## src/logic/asid_pkg.sv

```systemverilog
// Constants, field layouts and types shared by the setting-instruction decoder.
package asid_pkg;

   // Opcode masks and match patterns for the four setting instructions.
   localparam logic [15:0] OP_EOA_MASK   = 16'hFFF8;
   localparam logic [15:0] OP_EOA_MATCH  = 16'h3520;
   localparam logic [15:0] OP_FLAG_MASK  = 16'hFFE0;
   localparam logic [15:0] OP_FLAG_MATCH = 16'h34E0;
   localparam logic [15:0] OP_FW_MASK    = 16'hFFFE;
   localparam logic [15:0] OP_FW_MATCH   = 16'h3590;
   localparam logic [15:0] OP_GAIN_MASK  = 16'hFFF0;
   localparam logic [15:0] OP_GAIN_MATCH = 16'h3530;

   // Operand field positions.
   localparam int EOA_MASK_BIT   = 2;
   localparam int EOA_SWITCH_LSB = 0;
   localparam int FLAG_LEVEL_BIT = 4;
   localparam int FLAG_INDEX_LSB = 0;
   localparam int FW_MODE_BIT    = 0;
   localparam int GAIN_CODE_LSB  = 2;
   localparam int AMP_SEL_LSB    = 0;

   // Configuration register offsets.
   localparam logic [8:0] ADDR_DAC_SHARED_CONFIG_CH1 = 9'h112;
   localparam logic [8:0] ADDR_DAC_SHARED_CONFIG_CH2 = 9'h132;
   localparam logic [8:0] ADDR_FREEWHEEL_LINK_CONFIG = 9'h169;
   localparam logic [8:0] ADDR_CURRENT_BLOCK_ACCESS_1 = 9'h188;
   localparam logic [8:0] ADDR_CURRENT_BLOCK_ACCESS_2 = 9'h189;

   // Configuration reset values and field positions.
   localparam logic [15:0] RST_CONFIG     = 16'h0000;
   localparam int          OTHER_CHAN_BIT = 0;

   // Sizes.
   localparam int NUM_CORES = 4;
   localparam int NUM_HS    = 5;
   localparam int NUM_OUTS  = 12;
   localparam int NUM_FLAGS = 16;

   // Predriver output indices.
   localparam logic [3:0] OUT_HS1  = 4'h0;
   localparam logic [3:0] OUT_HS2  = 4'h1;
   localparam logic [3:0] OUT_HS3  = 4'h2;
   localparam logic [3:0] OUT_HS4  = 4'h3;
   localparam logic [3:0] OUT_HS5  = 4'h4;
   localparam logic [3:0] OUT_LS1  = 4'h5;
   localparam logic [3:0] OUT_LS2  = 4'h6;
   localparam logic [3:0] OUT_LS3  = 4'h7;
   localparam logic [3:0] OUT_LS4  = 4'h8;
   localparam logic [3:0] OUT_LS5  = 4'h9;
   localparam logic [3:0] OUT_LS6  = 4'hA;
   localparam logic [3:0] OUT_LS7  = 4'hB;
   localparam logic [3:0] OUT_NONE = 4'hF;

   // Bootstrap switch setting, in operand encoding order.
   typedef enum logic [1:0] {SW_KEEP, SW_BSOFF, SW_BSON, SW_NEUTRAL} asid_switch_t;

   // Amplifier gain code, in operand encoding order.
   typedef enum logic [1:0] {GAIN_5P8, GAIN_8P7, GAIN_12P5, GAIN_19P3} asid_gain_t;

   // Freewheel control mode.
   typedef enum logic {FW_MANUAL, FW_AUTO} asid_fw_t;

endpackage : asid_pkg

```

## src/logic/asid_setting_decoder.sv

```systemverilog
// Decoder and executor for the actuator setting instructions of the microcores.
// Operation
// - End-of-actuation opcode on bits 15..3; bit 2 mask, bits 1..0 bootstrap switch.
// - Switch applies to each permitted high side: keep, force off, allow on, neutral.
// - Mask set forces source threshold monitoring off; clear leaves it, default clear.
// - Bootstrap switch setting resets to neutral and stays until changed.
// - Flag instruction drives one of sixteen flags, picked by index, to level.
// - Flag opcode on bits 15..5; bit 4 level, bits 3..0 index.
// - Freewheel operand picks manual or automatic; manual after reset.
// - Automatic freewheel output follows first shortcut by fixed high side table.
// - Freewheel link register chooses between two freewheel outputs per high side.
// - Freewheel mode changes only with drive rights on the first shortcut output.
// - Freewheel opcode on bits 15..1; bit 0 manual or automatic.
// - Gain codes 00..11 give 5.8, 8.7, about 12.5, 19.3.
// - Every amplifier gain resets to 5.8.
// - Selector picks own, other core, same core other channel, other both.
// - Gain write needs access right bits in the block access registers.
// - Other channel choice comes from a bit of the shared config registers.
// - Gain opcode on bits 15..4; bits 3..2 gain, bits 1..0 selector.
module asid_setting_decoder (
   // Clock and reset
   input  wire logic        clock,
   input  wire logic        srst,
   // Instruction from the sequencer
   input  wire logic        instr_valid,
   input  wire logic [15:0] instr_word,
   input  wire logic        exec_channel,
   input  wire logic        exec_core,
   // Drive rights and shortcuts of every microcore, index channel*2+core
   input  wire logic [47:0] drive_rights,
   input  wire logic [15:0] first_shortcut_output,
   // Configuration register port
   input  wire logic        cfg_wr,
   input  wire logic        cfg_rd,
   input  wire logic [8:0]  cfg_addr,
   input  wire logic [15:0] cfg_wdata,
   output logic      [15:0] cfg_rdata,
   // Execution status
   output logic             instr_done,
   output logic             instr_rejected,
   // Settings towards predriver, flag and current measurement blocks
   output logic      [63:0] flag_bits,
   output logic      [9:0]  hs_bootstrap_mode,
   output logic      [4:0]  hs_source_mask,
   output logic      [3:0]  freewheel_ctrl_mode,
   output logic      [15:0] freewheel_output,
   output logic      [7:0]  amp_gain
);

   // Decoded instruction.
   logic       hit_eoa;
   logic       hit_flag;
   logic       hit_fw;
   logic       hit_gain;
   logic       eoa_mask;
   logic [1:0] eoa_switch;
   logic       flag_level;
   logic [3:0] flag_index;
   logic       fw_mode;
   logic [1:0] gain_code;
   logic [1:0] amp_sel;

   asid_decode u_decode (
      .instr_valid (instr_valid),
      .instr_word  (instr_word),
      .hit_eoa     (hit_eoa),
      .hit_flag    (hit_flag),
      .hit_fw      (hit_fw),
      .hit_gain    (hit_gain),
      .eoa_mask    (eoa_mask),
      .eoa_switch  (eoa_switch),
      .flag_level  (flag_level),
      .flag_index  (flag_index),
      .fw_mode     (fw_mode),
      .gain_code   (gain_code),
      .amp_sel     (amp_sel)
   );

   // Settings state.
   logic [15:0]            flags         [asid_pkg::NUM_CORES];
   asid_pkg::asid_gain_t   gains         [asid_pkg::NUM_CORES];
   asid_pkg::asid_fw_t     fw_modes      [asid_pkg::NUM_CORES];
   logic [3:0]             fw_outs       [asid_pkg::NUM_CORES];
   asid_pkg::asid_switch_t bs_modes      [asid_pkg::NUM_HS];
   logic [4:0]             src_mask;
   logic                   done;
   logic                   rejected;
   logic [15:0]            cfg_shared    [2];
   logic [15:0]            freewheel_link_config;
   logic [15:0]            blk_access    [2];
   logic [15:0]            rdata;

   logic [15:0]            next_flags    [asid_pkg::NUM_CORES];
   asid_pkg::asid_gain_t   next_gains    [asid_pkg::NUM_CORES];
   asid_pkg::asid_fw_t     next_fw_modes [asid_pkg::NUM_CORES];
   logic [3:0]             next_fw_outs  [asid_pkg::NUM_CORES];
   asid_pkg::asid_switch_t next_bs_modes [asid_pkg::NUM_HS];
   logic [4:0]             next_src_mask;
   logic                   next_done;
   logic                   next_rejected;
   logic [15:0]            next_cfg_shared [2];
   logic [15:0]            next_freewheel_link_config;
   logic [15:0]            next_blk_access [2];
   logic [15:0]            next_rdata;

   // Freewheel predriver for a given first shortcut output and link setting.
   function automatic logic [3:0] fw_target(input logic [3:0] sc, input logic [15:0] link);
      logic [3:0] t;
      t = asid_pkg::OUT_NONE;
      case (sc)
         asid_pkg::OUT_HS1: t = link[0] ? asid_pkg::OUT_LS1 : asid_pkg::OUT_LS5;
         asid_pkg::OUT_HS2: t = link[1] ? asid_pkg::OUT_LS2 : asid_pkg::OUT_LS6;
         asid_pkg::OUT_HS3: t = link[2] ? asid_pkg::OUT_LS3 : asid_pkg::OUT_LS7;
         asid_pkg::OUT_HS4: t = link[3] ? asid_pkg::OUT_LS4 : asid_pkg::OUT_HS5;
         asid_pkg::OUT_HS5: t = link[4] ? asid_pkg::OUT_LS5 : asid_pkg::OUT_LS4;
         default:           t = asid_pkg::OUT_NONE;
      endcase
      fw_target = t;
   endfunction : fw_target

   // Core index within the four microcores.
   function automatic logic [1:0] core_idx(input logic chan, input logic core);
      core_idx = {chan, core};
   endfunction : core_idx

   // Decoding helpers.
   logic [1:0]  exec_idx;
   logic [11:0] exec_rights;
   logic [3:0]  exec_sc;
   logic        other_chan;
   logic        tgt_chan;
   logic        tgt_core;
   logic [1:0]  tgt_idx;
   logic        gain_ok;
   logic        fw_ok;

   always_comb begin
      exec_idx    = core_idx(exec_channel, exec_core);
      exec_rights = drive_rights[exec_idx * asid_pkg::NUM_OUTS +: asid_pkg::NUM_OUTS];
      exec_sc     = first_shortcut_output[exec_idx * 4 +: 4];
      // A set bit turns the other-channel selection back onto the own channel.
      other_chan  = cfg_shared[exec_channel][asid_pkg::OTHER_CHAN_BIT] ?
                    exec_channel : ~exec_channel;
      tgt_chan    = amp_sel[1] ? other_chan : exec_channel;
      tgt_core    = amp_sel[0] ? ~exec_core : exec_core;
      tgt_idx     = core_idx(tgt_chan, tgt_core);
      gain_ok     = blk_access[exec_channel][{exec_core, tgt_idx}];
      // An undefined shortcut carries no drive right, so the mode cannot change.
      fw_ok       = (exec_sc < 4'(asid_pkg::NUM_OUTS)) && exec_rights[exec_sc];
   end

   // Per-core settings written by the flag, freewheel and gain instructions.
   always_comb begin
      next_flags    = flags;
      next_gains    = gains;
      next_fw_modes = fw_modes;

      if (hit_flag) begin
         next_flags[exec_idx][flag_index] = flag_level;
      end
      if (hit_fw && fw_ok) begin
         next_fw_modes[exec_idx] = asid_pkg::asid_fw_t'(fw_mode);
      end
      if (hit_gain && gain_ok) begin
         next_gains[tgt_idx] = asid_pkg::asid_gain_t'(gain_code);
      end
      // The freewheel target tracks the live shortcut and link settings.
      for (int c = 0; c < asid_pkg::NUM_CORES; c++) begin
         next_fw_outs[c] = (next_fw_modes[c] == asid_pkg::FW_AUTO) ?
                           fw_target(first_shortcut_output[c * 4 +: 4], next_freewheel_link_config) :
                           asid_pkg::OUT_NONE;
      end
   end

   always_ff @(posedge clock) begin
      if (srst) begin
         for (int c = 0; c < asid_pkg::NUM_CORES; c++) begin
            flags[c]    <= 16'h0000;
            gains[c]    <= asid_pkg::GAIN_5P8;
            fw_modes[c] <= asid_pkg::FW_MANUAL;
            fw_outs[c]  <= asid_pkg::OUT_NONE;
         end
      end else begin
         flags    <= next_flags;
         gains    <= next_gains;
         fw_modes <= next_fw_modes;
         fw_outs  <= next_fw_outs;
      end
   end

   // High-side settings are shared by all cores and written by any core with the right.
   always_comb begin
      next_bs_modes = bs_modes;
      next_src_mask = src_mask;
      // Keep leaves the bootstrap mode alone, but the mask is still written.
      if (hit_eoa) begin
         for (int i = 0; i < asid_pkg::NUM_HS; i++) begin
            if (exec_rights[i]) begin
               if (asid_pkg::asid_switch_t'(eoa_switch) != asid_pkg::SW_KEEP) begin
                  next_bs_modes[i] = asid_pkg::asid_switch_t'(eoa_switch);
               end
               next_src_mask[i] = eoa_mask;
            end
         end
      end
   end

   always_ff @(posedge clock) begin
      if (srst) begin
         for (int i = 0; i < asid_pkg::NUM_HS; i++) begin
            bs_modes[i] <= asid_pkg::SW_NEUTRAL;
         end
         src_mask <= 5'h00;
      end else begin
         bs_modes <= next_bs_modes;
         src_mask <= next_src_mask;
      end
   end

   // Execution status.
   always_comb begin
      // Each instruction completes in one cycle, so the sequencer never waits.
      next_done     = instr_valid && (hit_eoa || hit_flag || hit_fw || hit_gain);
      next_rejected = (hit_fw && !fw_ok) || (hit_gain && !gain_ok);
   end

   always_ff @(posedge clock) begin
      if (srst) begin
         done     <= 1'b0;
         rejected <= 1'b0;
      end else begin
         done     <= next_done;
         rejected <= next_rejected;
      end
   end

   // Configuration registers; a read in the cycle of a write returns the old value.
   always_comb begin
      next_cfg_shared = cfg_shared;
      next_freewheel_link_config    = freewheel_link_config;
      next_blk_access = blk_access;
      next_rdata      = rdata;

      if (cfg_wr) begin
         case (cfg_addr)
            asid_pkg::ADDR_DAC_SHARED_CONFIG_CH1:  next_cfg_shared[0] = cfg_wdata;
            asid_pkg::ADDR_DAC_SHARED_CONFIG_CH2:  next_cfg_shared[1] = cfg_wdata;
            asid_pkg::ADDR_FREEWHEEL_LINK_CONFIG:  next_freewheel_link_config       = cfg_wdata;
            asid_pkg::ADDR_CURRENT_BLOCK_ACCESS_1: next_blk_access[0] = cfg_wdata;
            asid_pkg::ADDR_CURRENT_BLOCK_ACCESS_2: next_blk_access[1] = cfg_wdata;
            default:                               next_freewheel_link_config       = freewheel_link_config;
         endcase
      end
      if (cfg_rd) begin
         case (cfg_addr)
            asid_pkg::ADDR_DAC_SHARED_CONFIG_CH1:  next_rdata = cfg_shared[0];
            asid_pkg::ADDR_DAC_SHARED_CONFIG_CH2:  next_rdata = cfg_shared[1];
            asid_pkg::ADDR_FREEWHEEL_LINK_CONFIG:  next_rdata = freewheel_link_config;
            asid_pkg::ADDR_CURRENT_BLOCK_ACCESS_1: next_rdata = blk_access[0];
            asid_pkg::ADDR_CURRENT_BLOCK_ACCESS_2: next_rdata = blk_access[1];
            default:                               next_rdata = 16'h0000;
         endcase
      end
   end

   always_ff @(posedge clock) begin
      if (srst) begin
         // All access bits clear at reset, so gain writes are refused until granted.
         cfg_shared[0] <= asid_pkg::RST_CONFIG;
         cfg_shared[1] <= asid_pkg::RST_CONFIG;
         freewheel_link_config       <= asid_pkg::RST_CONFIG;
         blk_access[0] <= asid_pkg::RST_CONFIG;
         blk_access[1] <= asid_pkg::RST_CONFIG;
         rdata         <= 16'h0000;
      end else begin
         cfg_shared <= next_cfg_shared;
         freewheel_link_config    <= next_freewheel_link_config;
         blk_access <= next_blk_access;
         rdata      <= next_rdata;
      end
   end

   // Output packing.
   always_comb begin
      for (int c = 0; c < asid_pkg::NUM_CORES; c++) begin
         flag_bits[c * 16 +: 16]       = flags[c];
         amp_gain[c * 2 +: 2]          = gains[c];
         freewheel_ctrl_mode[c]        = fw_modes[c];
         freewheel_output[c * 4 +: 4]  = fw_outs[c];
      end
      for (int i = 0; i < asid_pkg::NUM_HS; i++) begin
         hs_bootstrap_mode[i * 2 +: 2] = bs_modes[i];
      end
   end

   assign hs_source_mask = src_mask;
   assign instr_done     = done;
   assign instr_rejected = rejected;
   assign cfg_rdata      = rdata;

endmodule : asid_setting_decoder

```

## src/logic/asid_decode.sv

```systemverilog
// Opcode match and operand extraction for the four setting instructions.
module asid_decode (
   // Instruction word
   input  wire logic        instr_valid,
   input  wire logic [15:0] instr_word,
   // Decoded instruction
   output logic             hit_eoa,
   output logic             hit_flag,
   output logic             hit_fw,
   output logic             hit_gain,
   // Decoded operands
   output logic             eoa_mask,
   output logic [1:0]       eoa_switch,
   output logic             flag_level,
   output logic [3:0]       flag_index,
   output logic             fw_mode,
   output logic [1:0]       gain_code,
   output logic [1:0]       amp_sel
);

   function automatic logic op_match(input logic [15:0] w, input logic [15:0] m,
                                     input logic [15:0] p);
      op_match = ((w & m) == p);
   endfunction : op_match

   assign hit_eoa  = instr_valid && op_match(instr_word, asid_pkg::OP_EOA_MASK,
                                             asid_pkg::OP_EOA_MATCH);
   assign hit_flag = instr_valid && op_match(instr_word, asid_pkg::OP_FLAG_MASK,
                                             asid_pkg::OP_FLAG_MATCH);
   assign hit_fw   = instr_valid && op_match(instr_word, asid_pkg::OP_FW_MASK,
                                             asid_pkg::OP_FW_MATCH);
   assign hit_gain = instr_valid && op_match(instr_word, asid_pkg::OP_GAIN_MASK,
                                             asid_pkg::OP_GAIN_MATCH);

   assign eoa_mask   = instr_word[asid_pkg::EOA_MASK_BIT];
   assign eoa_switch = instr_word[asid_pkg::EOA_SWITCH_LSB +: 2];
   assign flag_level = instr_word[asid_pkg::FLAG_LEVEL_BIT];
   assign flag_index = instr_word[asid_pkg::FLAG_INDEX_LSB +: 4];
   assign fw_mode    = instr_word[asid_pkg::FW_MODE_BIT];
   assign gain_code  = instr_word[asid_pkg::GAIN_CODE_LSB +: 2];
   assign amp_sel    = instr_word[asid_pkg::AMP_SEL_LSB +: 2];

endmodule : asid_decode

```

## config.mk

```make
export PLATFORM = sky130hd
export DESIGN_NAME = asid_setting_decoder
export DESIGN_NICKNAME = d
export VERILOG_FILES = /design/src/logic/asid_pkg.sv /design/src/logic/asid_setting_decoder.sv /design/src/logic/asid_decode.sv
export SDC_FILE = /design/constraint.sdc
export NUM_CORES = 1
export LEC_CHECK = 0
export ABC_AREA = 1
export BUFFER_PORTS_ARGS = -buffer_cell sky130_fd_sc_hd__buf_2
export CAP_MARGIN = 25
export CORE_MARGIN = 2
export CORE_UTILIZATION = 54
export DETAILED_ROUTE_END_ITERATION = 8
export GPL_TIMING_DRIVEN = 0
export PLACE_DENSITY_LB_ADDON = 0.15
export SETUP_SLACK_MARGIN = 0.05
export SYNTH_ARGS = -nofsm -noshare
export SYNTH_HDL_FRONTEND = slang
export SYNTH_SLANG_ARGS = --single-unit
```

## constraint.sdc

```tcl
create_clock -name clock -period 2.4 [get_ports clock]
set_input_delay 0.36 -clock clock [delete_from_list [all_inputs] [get_ports clock]]
set_output_delay 0.36 -clock clock [all_outputs]
set_load 0.005 [all_outputs]
```

==> metrics.cfg, run 1 <==
[route]
first_iter_violations = 970
detail_route.vias_per_cell = 5.509
via_count = 10510
route.detailed.wl_per_inst_um = 15.95
first_pass_iters = 6
route.antenna.remaining_nets = 0
wirelength_um = 30430
drt_drc_violations_left = 0

[logic_synthesis]
syn_inst = 1411
ys_types = 37
ys_seq_elements = 205
async_set_or_reset_flop_fraction_in_the_synthesized_netlist = 0
synth_seq_area_share = 0.4259
mappedNetlistArea_um2 = 9635
syn-mean-instance-area_um2 = 6.829
synth_top_area_share = 0.4259
synth_area_leader_cell = dfxtp_1
synth.top_cells.by_area = dfxtp_1, nand2_1, o21ai_0
synth-main-ff-cell = dfxtp_1
synth.net_count = 1523
synthesis.yosys.warnings = 0
synth_edf_count = 0

[grt]
globalRouteOverflowTotal = 0
grt_start_max_net_pins = 13
initial_antenna_violation_count = 0
first_global_vias = 9313
grt_use_total = 0.3086
first_pass_grt_wire_length_um = 46130

[floorplanning]
core_area_um2 = 17360
initial_utilization = 0.5551
pin_count = 237
die_outline_area_um2 = 18930
core.rowCount = 48
floorplan.die.width_um = 137.6
chipHeight_um = 137.6

[job]
maxCapViolations = 0

[cts]
post_cts_resize_count = 0
cts_tree = built
cts_max_path_buffers = 3
ctsRootBufferMaster = clkbuf_16
cts_hold_buffers = 0
clock_sink_count = 205
cts_max_level = 1
tritoncts.num_buffers = 22
path_clk_slew_ns = 0.06
cts_setup_buffers = 0
clock_latency_ns = 0.52

[outcome]
outcome = finished, final reports clean

[worst_setup_path]
endpoint_kind_of_the_worst_setup_timing_path = register
timing.critical_path.required_ns = 2.82
cp_data_arrival_time_ns = 2.22
crit_type = register to register
timing.critical_path.fanout_max = 4
setup.worst_path.start_class = register

[final_layout]
layout.cell_area.non_filler_um2 = 11770
synthesis_to_layout_area_growth_pct = 22.13
drive_above_1_share = 0.1925
antennaDiodeCount = 0
finish.net_count = 1781
layoutNonFillerInstCount = 1908
layout_commonest_cell = nand2_1
final_cell_mix = nand2_1, buf_2, dfxtp_1
layout.filler_cells = 1587

[place]
numPortBuffers = 234
dpl_cell_area_um2 = 11090
pre_cts_slack_ns = 0.1345
dp.cells = 1870
place_hpwl_um = 22790
gpl.final_weighted_congestion = 0.9780

[power_and_ir_drop]
power.density_cell_area_nw_per_um2 = 618.6
vdd.ir_drop.worst_uv = 600.1
p_total_w = 0.007280
p_leak_nw = 4.954

[sta]
finalWorstSetupSlack_ns = 0.5950
rsz0062_at_grt = false
worst_slew_pin_slew_ns = 0.7354
setup-tns-final_ns = 0
timing.final.crit_period_ns = 1.805
period_share = 0.7521
final_max_slew_viol_count = 0
setup_clock_skew_after_layout_ns = 0.01655
maxSlewHeadroom = 0.5097
fmaxAchievable_mhz = 554.0
finalSetupViolCount = 0
final-hold-violation-count = 0

[hold_path]
hp_class = primary input to register

==> where the power goes <==
group          switching, W  internal [W]
clock network       0.00138       0.00183
logic              0.000439      0.000206
registers        0.00000587       0.00342
total               0.00182       0.00546
==> worst max-delay path, cell delays in order, from the launching register on <==
cell and delay [ns]:
dfxtp_1 0.31, inv_1 0.15, nand3_2 0.09, nand2_2 0.13, inv_2 0.05, nor2_1 0.21, nand2_1 0.08, o211ai_1 0.10
nand2_1 0.08, nand2_2 0.10, nand2_4 0.10, nor2_4 0.15, nand2_1 0.07, nand2_1 0.06, nor2_1 0.05
==> state kept, by name (all words and copies together) (netlist names) <==
register,count
amp_gain,8
blk_access,32
cfg_rdata,16
cfg_shared,32
flag_bits,64
freewheel_ctrl_mode,4
freewheel_link_config,16
freewheel_output,16
hs_bootstrap_mode,10
hs_source_mask,5
instr_done,1
instr_rejected,1
==> final timing paths <==
kind,start,endpoint,slack (ns),cells past startpoint
max,cfg_shared[0],amp_gain[0],0.60,14
min,cfg_wdata[7],blk_access[23],0.15,3
max reg2reg,cfg_shared[0],amp_gain[0],0.60,14
min reg2reg,flag_bits[48],flag_bits[48],0.44,2
==> cell type report <==
cell class	instances	area (µm²)	area share
repair buffers	234	1171	0.09952
multi-input cells	943	4489	0.3815
flip-flops and latches	205	4104	0.3488
well taps	225	281.5	0.02392
clock inverters	3	40.04	0.003402
clock buffers	35	639.4	0.05433
plain buffers	66	300.3	0.02552
inverters	197	742.0	0.06305
==> logic make-up after synthesis <==
family / count (synthesis) / share of synthesized area
and+or+nand+nor: 572 / 0.2610
AOI/OAI and AO/OA: 367 / 0.2001
buffers and inverters: 263 / 0.1082
DFF: 205 / 0.4259
muxes: 3 / 0.003117
xor gates and xnor gates: 1 / 0.001689
==> through the flow <==
stage	utilization	hold slack (ns)
global placement	0.6388	0.4283
floorplan	-	0.4242
CTS	0.6780	0.1460
detailed placement	0.6388	0.4338
global route	0.6780	0.1509
finish	0.6780	0.1541
==> synth_stat cells (2+ instances only) <==
master and instances:
nor2_2 4, o21ai_1 25, a211oi_1 3, buf_4 2, nor3_1 23, mux2i_1 3
buf_2 6, a21oi_1 141, nor2_1 131, nand2_2 13, nor3_2 3, inv_2 12
nand3_2 3, a221o_1 2, buf_1 2, nand3_1 66, buf_6 5, nand2_1 286
inv_1 183, o21ai_0 149, a31oi_1 16, o211ai_1 7, nand4_1 26, dfxtp_1 205
nor4_1 6, o22ai_1 21, clkbuf_1 51, nor2_4 8
==> layer usage <==
layer	global-route usage	part of all wire	wire [µm]	up-vias
met5	0	0	0	-
met4	0.1203	0.035	1070	0
met3	0.05960	0.089	2697	80
met2	0.5116	0.47	14170	507
met1	0.3965	0.41	12490	4791
li1	-	-	-	5133
Power figures use the tool's default switching activity.
==> inputs of run 2 (changes only) <==
==> constraint.sdc (replaced) <==
create_clock -name clock -period 1.8 [get_ports clock]
set_input_delay 0.27 -clock clock [delete_from_list [all_inputs] [get_ports clock]]
set_output_delay 0.27 -clock clock [all_outputs]
set_load 0.005 [all_outputs]
==> metrics.cfg, run 2 (same netlist as run 1, synthesis figures left out) <==
[hold_path]
min_from = instr_valid  ; was cfg_wdata[7]
worst_hold_path.num_cells = 3  ; unchanged
hp_class = primary input to register  ; unchanged

[sta]
setup-tns-final_ns = 0  ; unchanged
final-hold-violation-count = 0  ; unchanged
finalSetupViolCount = 0  ; unchanged
fmaxAchievable_mhz = 589.1  ; was 554.0 MHz
worst_slew_pin_slew_ns = 0.7061  ; was 0.7354 ns
timing.final.crit_period_ns = 1.698  ; was 1.805 ns
maxSlewHeadroom = 0.5293  ; was 0.5097
period_share = 0.9431  ; was 0.7521
setup_clock_skew_after_layout_ns = 0.01528  ; was 0.01655 ns
final_max_slew_viol_count = 0  ; unchanged
rsz0062_at_grt = true  ; was false

[floorplanning]
initial_utilization = 0.5551  ; unchanged
core.rowCount = 48  ; unchanged
pin_count = 237  ; unchanged
chipHeight_um = 137.6  ; unchanged
floorplan.die.width_um = 137.6  ; unchanged
die_outline_area_um2 = 18930  ; unchanged
core_area_um2 = 17360  ; unchanged

[power_and_ir_drop]
p_leak_nw = 4.983  ; was 4.954 nW
power.density_cell_area_nw_per_um2 = 819.4  ; was 618.6 nW/µm²
vdd.ir_drop.worst_uv = 800.4  ; was 600.1 µV
power.net_switching_w = 0.002445  ; was 0.001824 W
share_comb_of_total_power = 0.091  ; was 0.089
power_switching_share = 0.2514  ; was 0.2506
p_seq_frac = 0.469  ; was 0.470
power_report.internal_total_w = 0.007282  ; was 0.005456 W
power.share.clock = 0.440  ; was 0.441

[grt]
first_global_vias = 9315  ; was 9313
initial_antenna_violation_count = 0  ; unchanged
grt_start_max_net_pins = 13  ; unchanged
globalRouteOverflowTotal = 0  ; unchanged
first_pass_grt_wire_length_um = 46130  ; unchanged
grt_use_total = 0.3086  ; unchanged

[route]
first_pass_iters = 5  ; was 6
route.detailed.wl_per_inst_um = 15.94  ; was 15.95 µm
via_count = 10490  ; was 10510
route.antenna.remaining_nets = 0  ; unchanged
first_iter_violations = 942  ; was 970
drt_drc_violations_left = 0  ; unchanged
wirelength_um = 30460  ; was 30430 µm
detail_route.vias_per_cell = 5.487  ; was 5.509

[final_layout]
layoutNonFillerInstCount = 1911  ; was 1908
synthesis_to_layout_area_growth_pct = 23.20  ; was 22.13%
finish.net_count = 1784  ; was 1781
final_cell_mix = nand2_1, buf_2, dfxtp_1  ; unchanged
drive_above_1_share = 0.2028  ; was 0.1925
final_core_utilization = 0.6840  ; was 0.6780
largest_register_ff_count = 64  ; unchanged
layout_commonest_cell = nand2_1  ; unchanged
antennaDiodeCount = 0  ; unchanged

[cts]
cts_max_level = 1  ; unchanged
cts_tree = built  ; unchanged
cts_hold_buffers = 0  ; unchanged
clock_sink_count = 205  ; unchanged
path_clk_slew_ns = 0.06  ; about the same
tritoncts.num_buffers = 22  ; unchanged
cts_max_path_buffers = 3  ; unchanged
ctsRootBufferMaster = clkbuf_16  ; unchanged
clock_latency_ns = 0.52  ; about the same

[place]
gpl.final_weighted_congestion = 0.9780  ; unchanged
dp.cells = 1870  ; unchanged
numPortBuffers = 234  ; unchanged
place_hpwl_um = 22790  ; unchanged

[worst_setup_path]
path_common_cell = nand2_1  ; unchanged
crit_type = register to register  ; unchanged
cp_data_arrival_time_ns = 2.11  ; was 2.22 ns
worst-r2r-cell-count = 14  ; unchanged
critical_path.slowest_cell = dfxtp_4  ; was dfxtp_1
critical-path-max-stage-delay_ns = 0.36  ; was 0.31 ns
timing.critical_path.required_ns = 2.22  ; was 2.82 ns
endpoint_kind_of_the_worst_setup_timing_path = register  ; unchanged
crit-reg2reg-launch = cfg_shared[16]  ; was cfg_shared[0]
timing.critical_path.fanout_max = 4  ; unchanged
ordered_list_of_cells_on_the_worst_path = o21ai_2 > nand2_2 > inv_2 > nand2_4 > nor2_4 > a21oi_2 > nand2_1 > nand2_1 > nand2_2 > nand2_4 > nor2_4 > nand2_1 > nand2_1 > nor2_1  ; was inv_1 > nand3_2 > nand2_2 > inv_2 > nor2_1 > nand2_1 > o211ai_1 > nand2_1 > nand2_2 > nand2_4 > nor2_4 > nand2_1 > nand2_1 > nor2_1
setup.worst_path.start_class = register  ; unchanged
crit_path_start = cfg_shared[16]  ; was cfg_shared[0]

[outcome]
outcome = finished, final reports clean  ; unchanged

[job]
maxCapViolations = 0  ; unchanged

==> run 2: changes by cell type in the layout (fill, tap and decap cells not counted), moves of 3 or more <==
cell | before | now
buf_2 | 240 | 237
nor2_4 | 8 | 14
nand2_1 | 286 | 282
nand2_2 | 13 | 16
buf_4 | 2 | 6
nor2_1 | 131 | 127
==> run 2: metrics by stage <==
step                      power [W]  area (µm²)  hold WS [ns]  setup slack, ns
after floorplan            0.005147        9635        0.3986           0.1099
after global placement     0.005490       11090        0.4283          -0.3518
after detailed placement   0.005501       11090        0.4338          -0.3755
after CTS                  0.009706       11770       0.05598          0.08353
after global routing        0.01002       11870       0.06090         -0.01967
final                      0.009727       11870       0.06572           0.1024
==> run 2: power groups by stage <==
stage               sequential, W  combinational [W]  clock, W
floorplan                 0.00467           0.000480         0
CTS                       0.00456           0.000845   0.00430
detailed placement        0.00466           0.000836         0
global route              0.00456           0.000969   0.00449
global placement          0.00466           0.000826         0
finish                    0.00456           0.000881   0.00428
==> run 2: timing repair <==
action | in CTS | in global routing
buffers inserted | 0 | 3
setup endpoints to repair | 8 | 84
resized for setup | 1 | 27
pin swaps | 0 | 8
==> run 2: final timing paths <==
kind	endpoint	slack, ns
hold reg to reg	flag_bits[48]	0.44
setup reg to reg	amp_gain[5]	0.10
setup / recovery	amp_gain[5]	0.10
hold / removal	instr_done	0.07
==> run 2: routing by layer <==
metal  vias to the layer above  share of wire  track usage
met5                         -              0            0
met4                         0          0.034       0.1203
met3                        76          0.089      0.05960
met2                       498           0.47       0.5116
met1                      4772           0.41       0.3965
li1                       5140              -            -
==> run 2: final cells by class <==
class | instances | area [µm²]
Buffer | 66 | 309.0
Clock buffer | 35 | 639.4
Clock inverter | 3 | 40.04
Fill cell | 1572 | 5485
Inverter | 197 | 742.0
Multi-Input combinational cell | 943 | 4557
Sequential cell | 205 | 4109
Tap cell | 225 | 281.5
Timing Repair Buffer | 237 | 1194
==> run 2: worst max-delay path: cells and delay by family (launching register included) <==
family / cells / cell delay (ns)
AND/OR/NAND/NOR: 11 / 0.96
flip-flops: 1 / 0.36
AO/OA/AOI/OAI: 2 / 0.17
buffers and inverters: 1 / 0.12
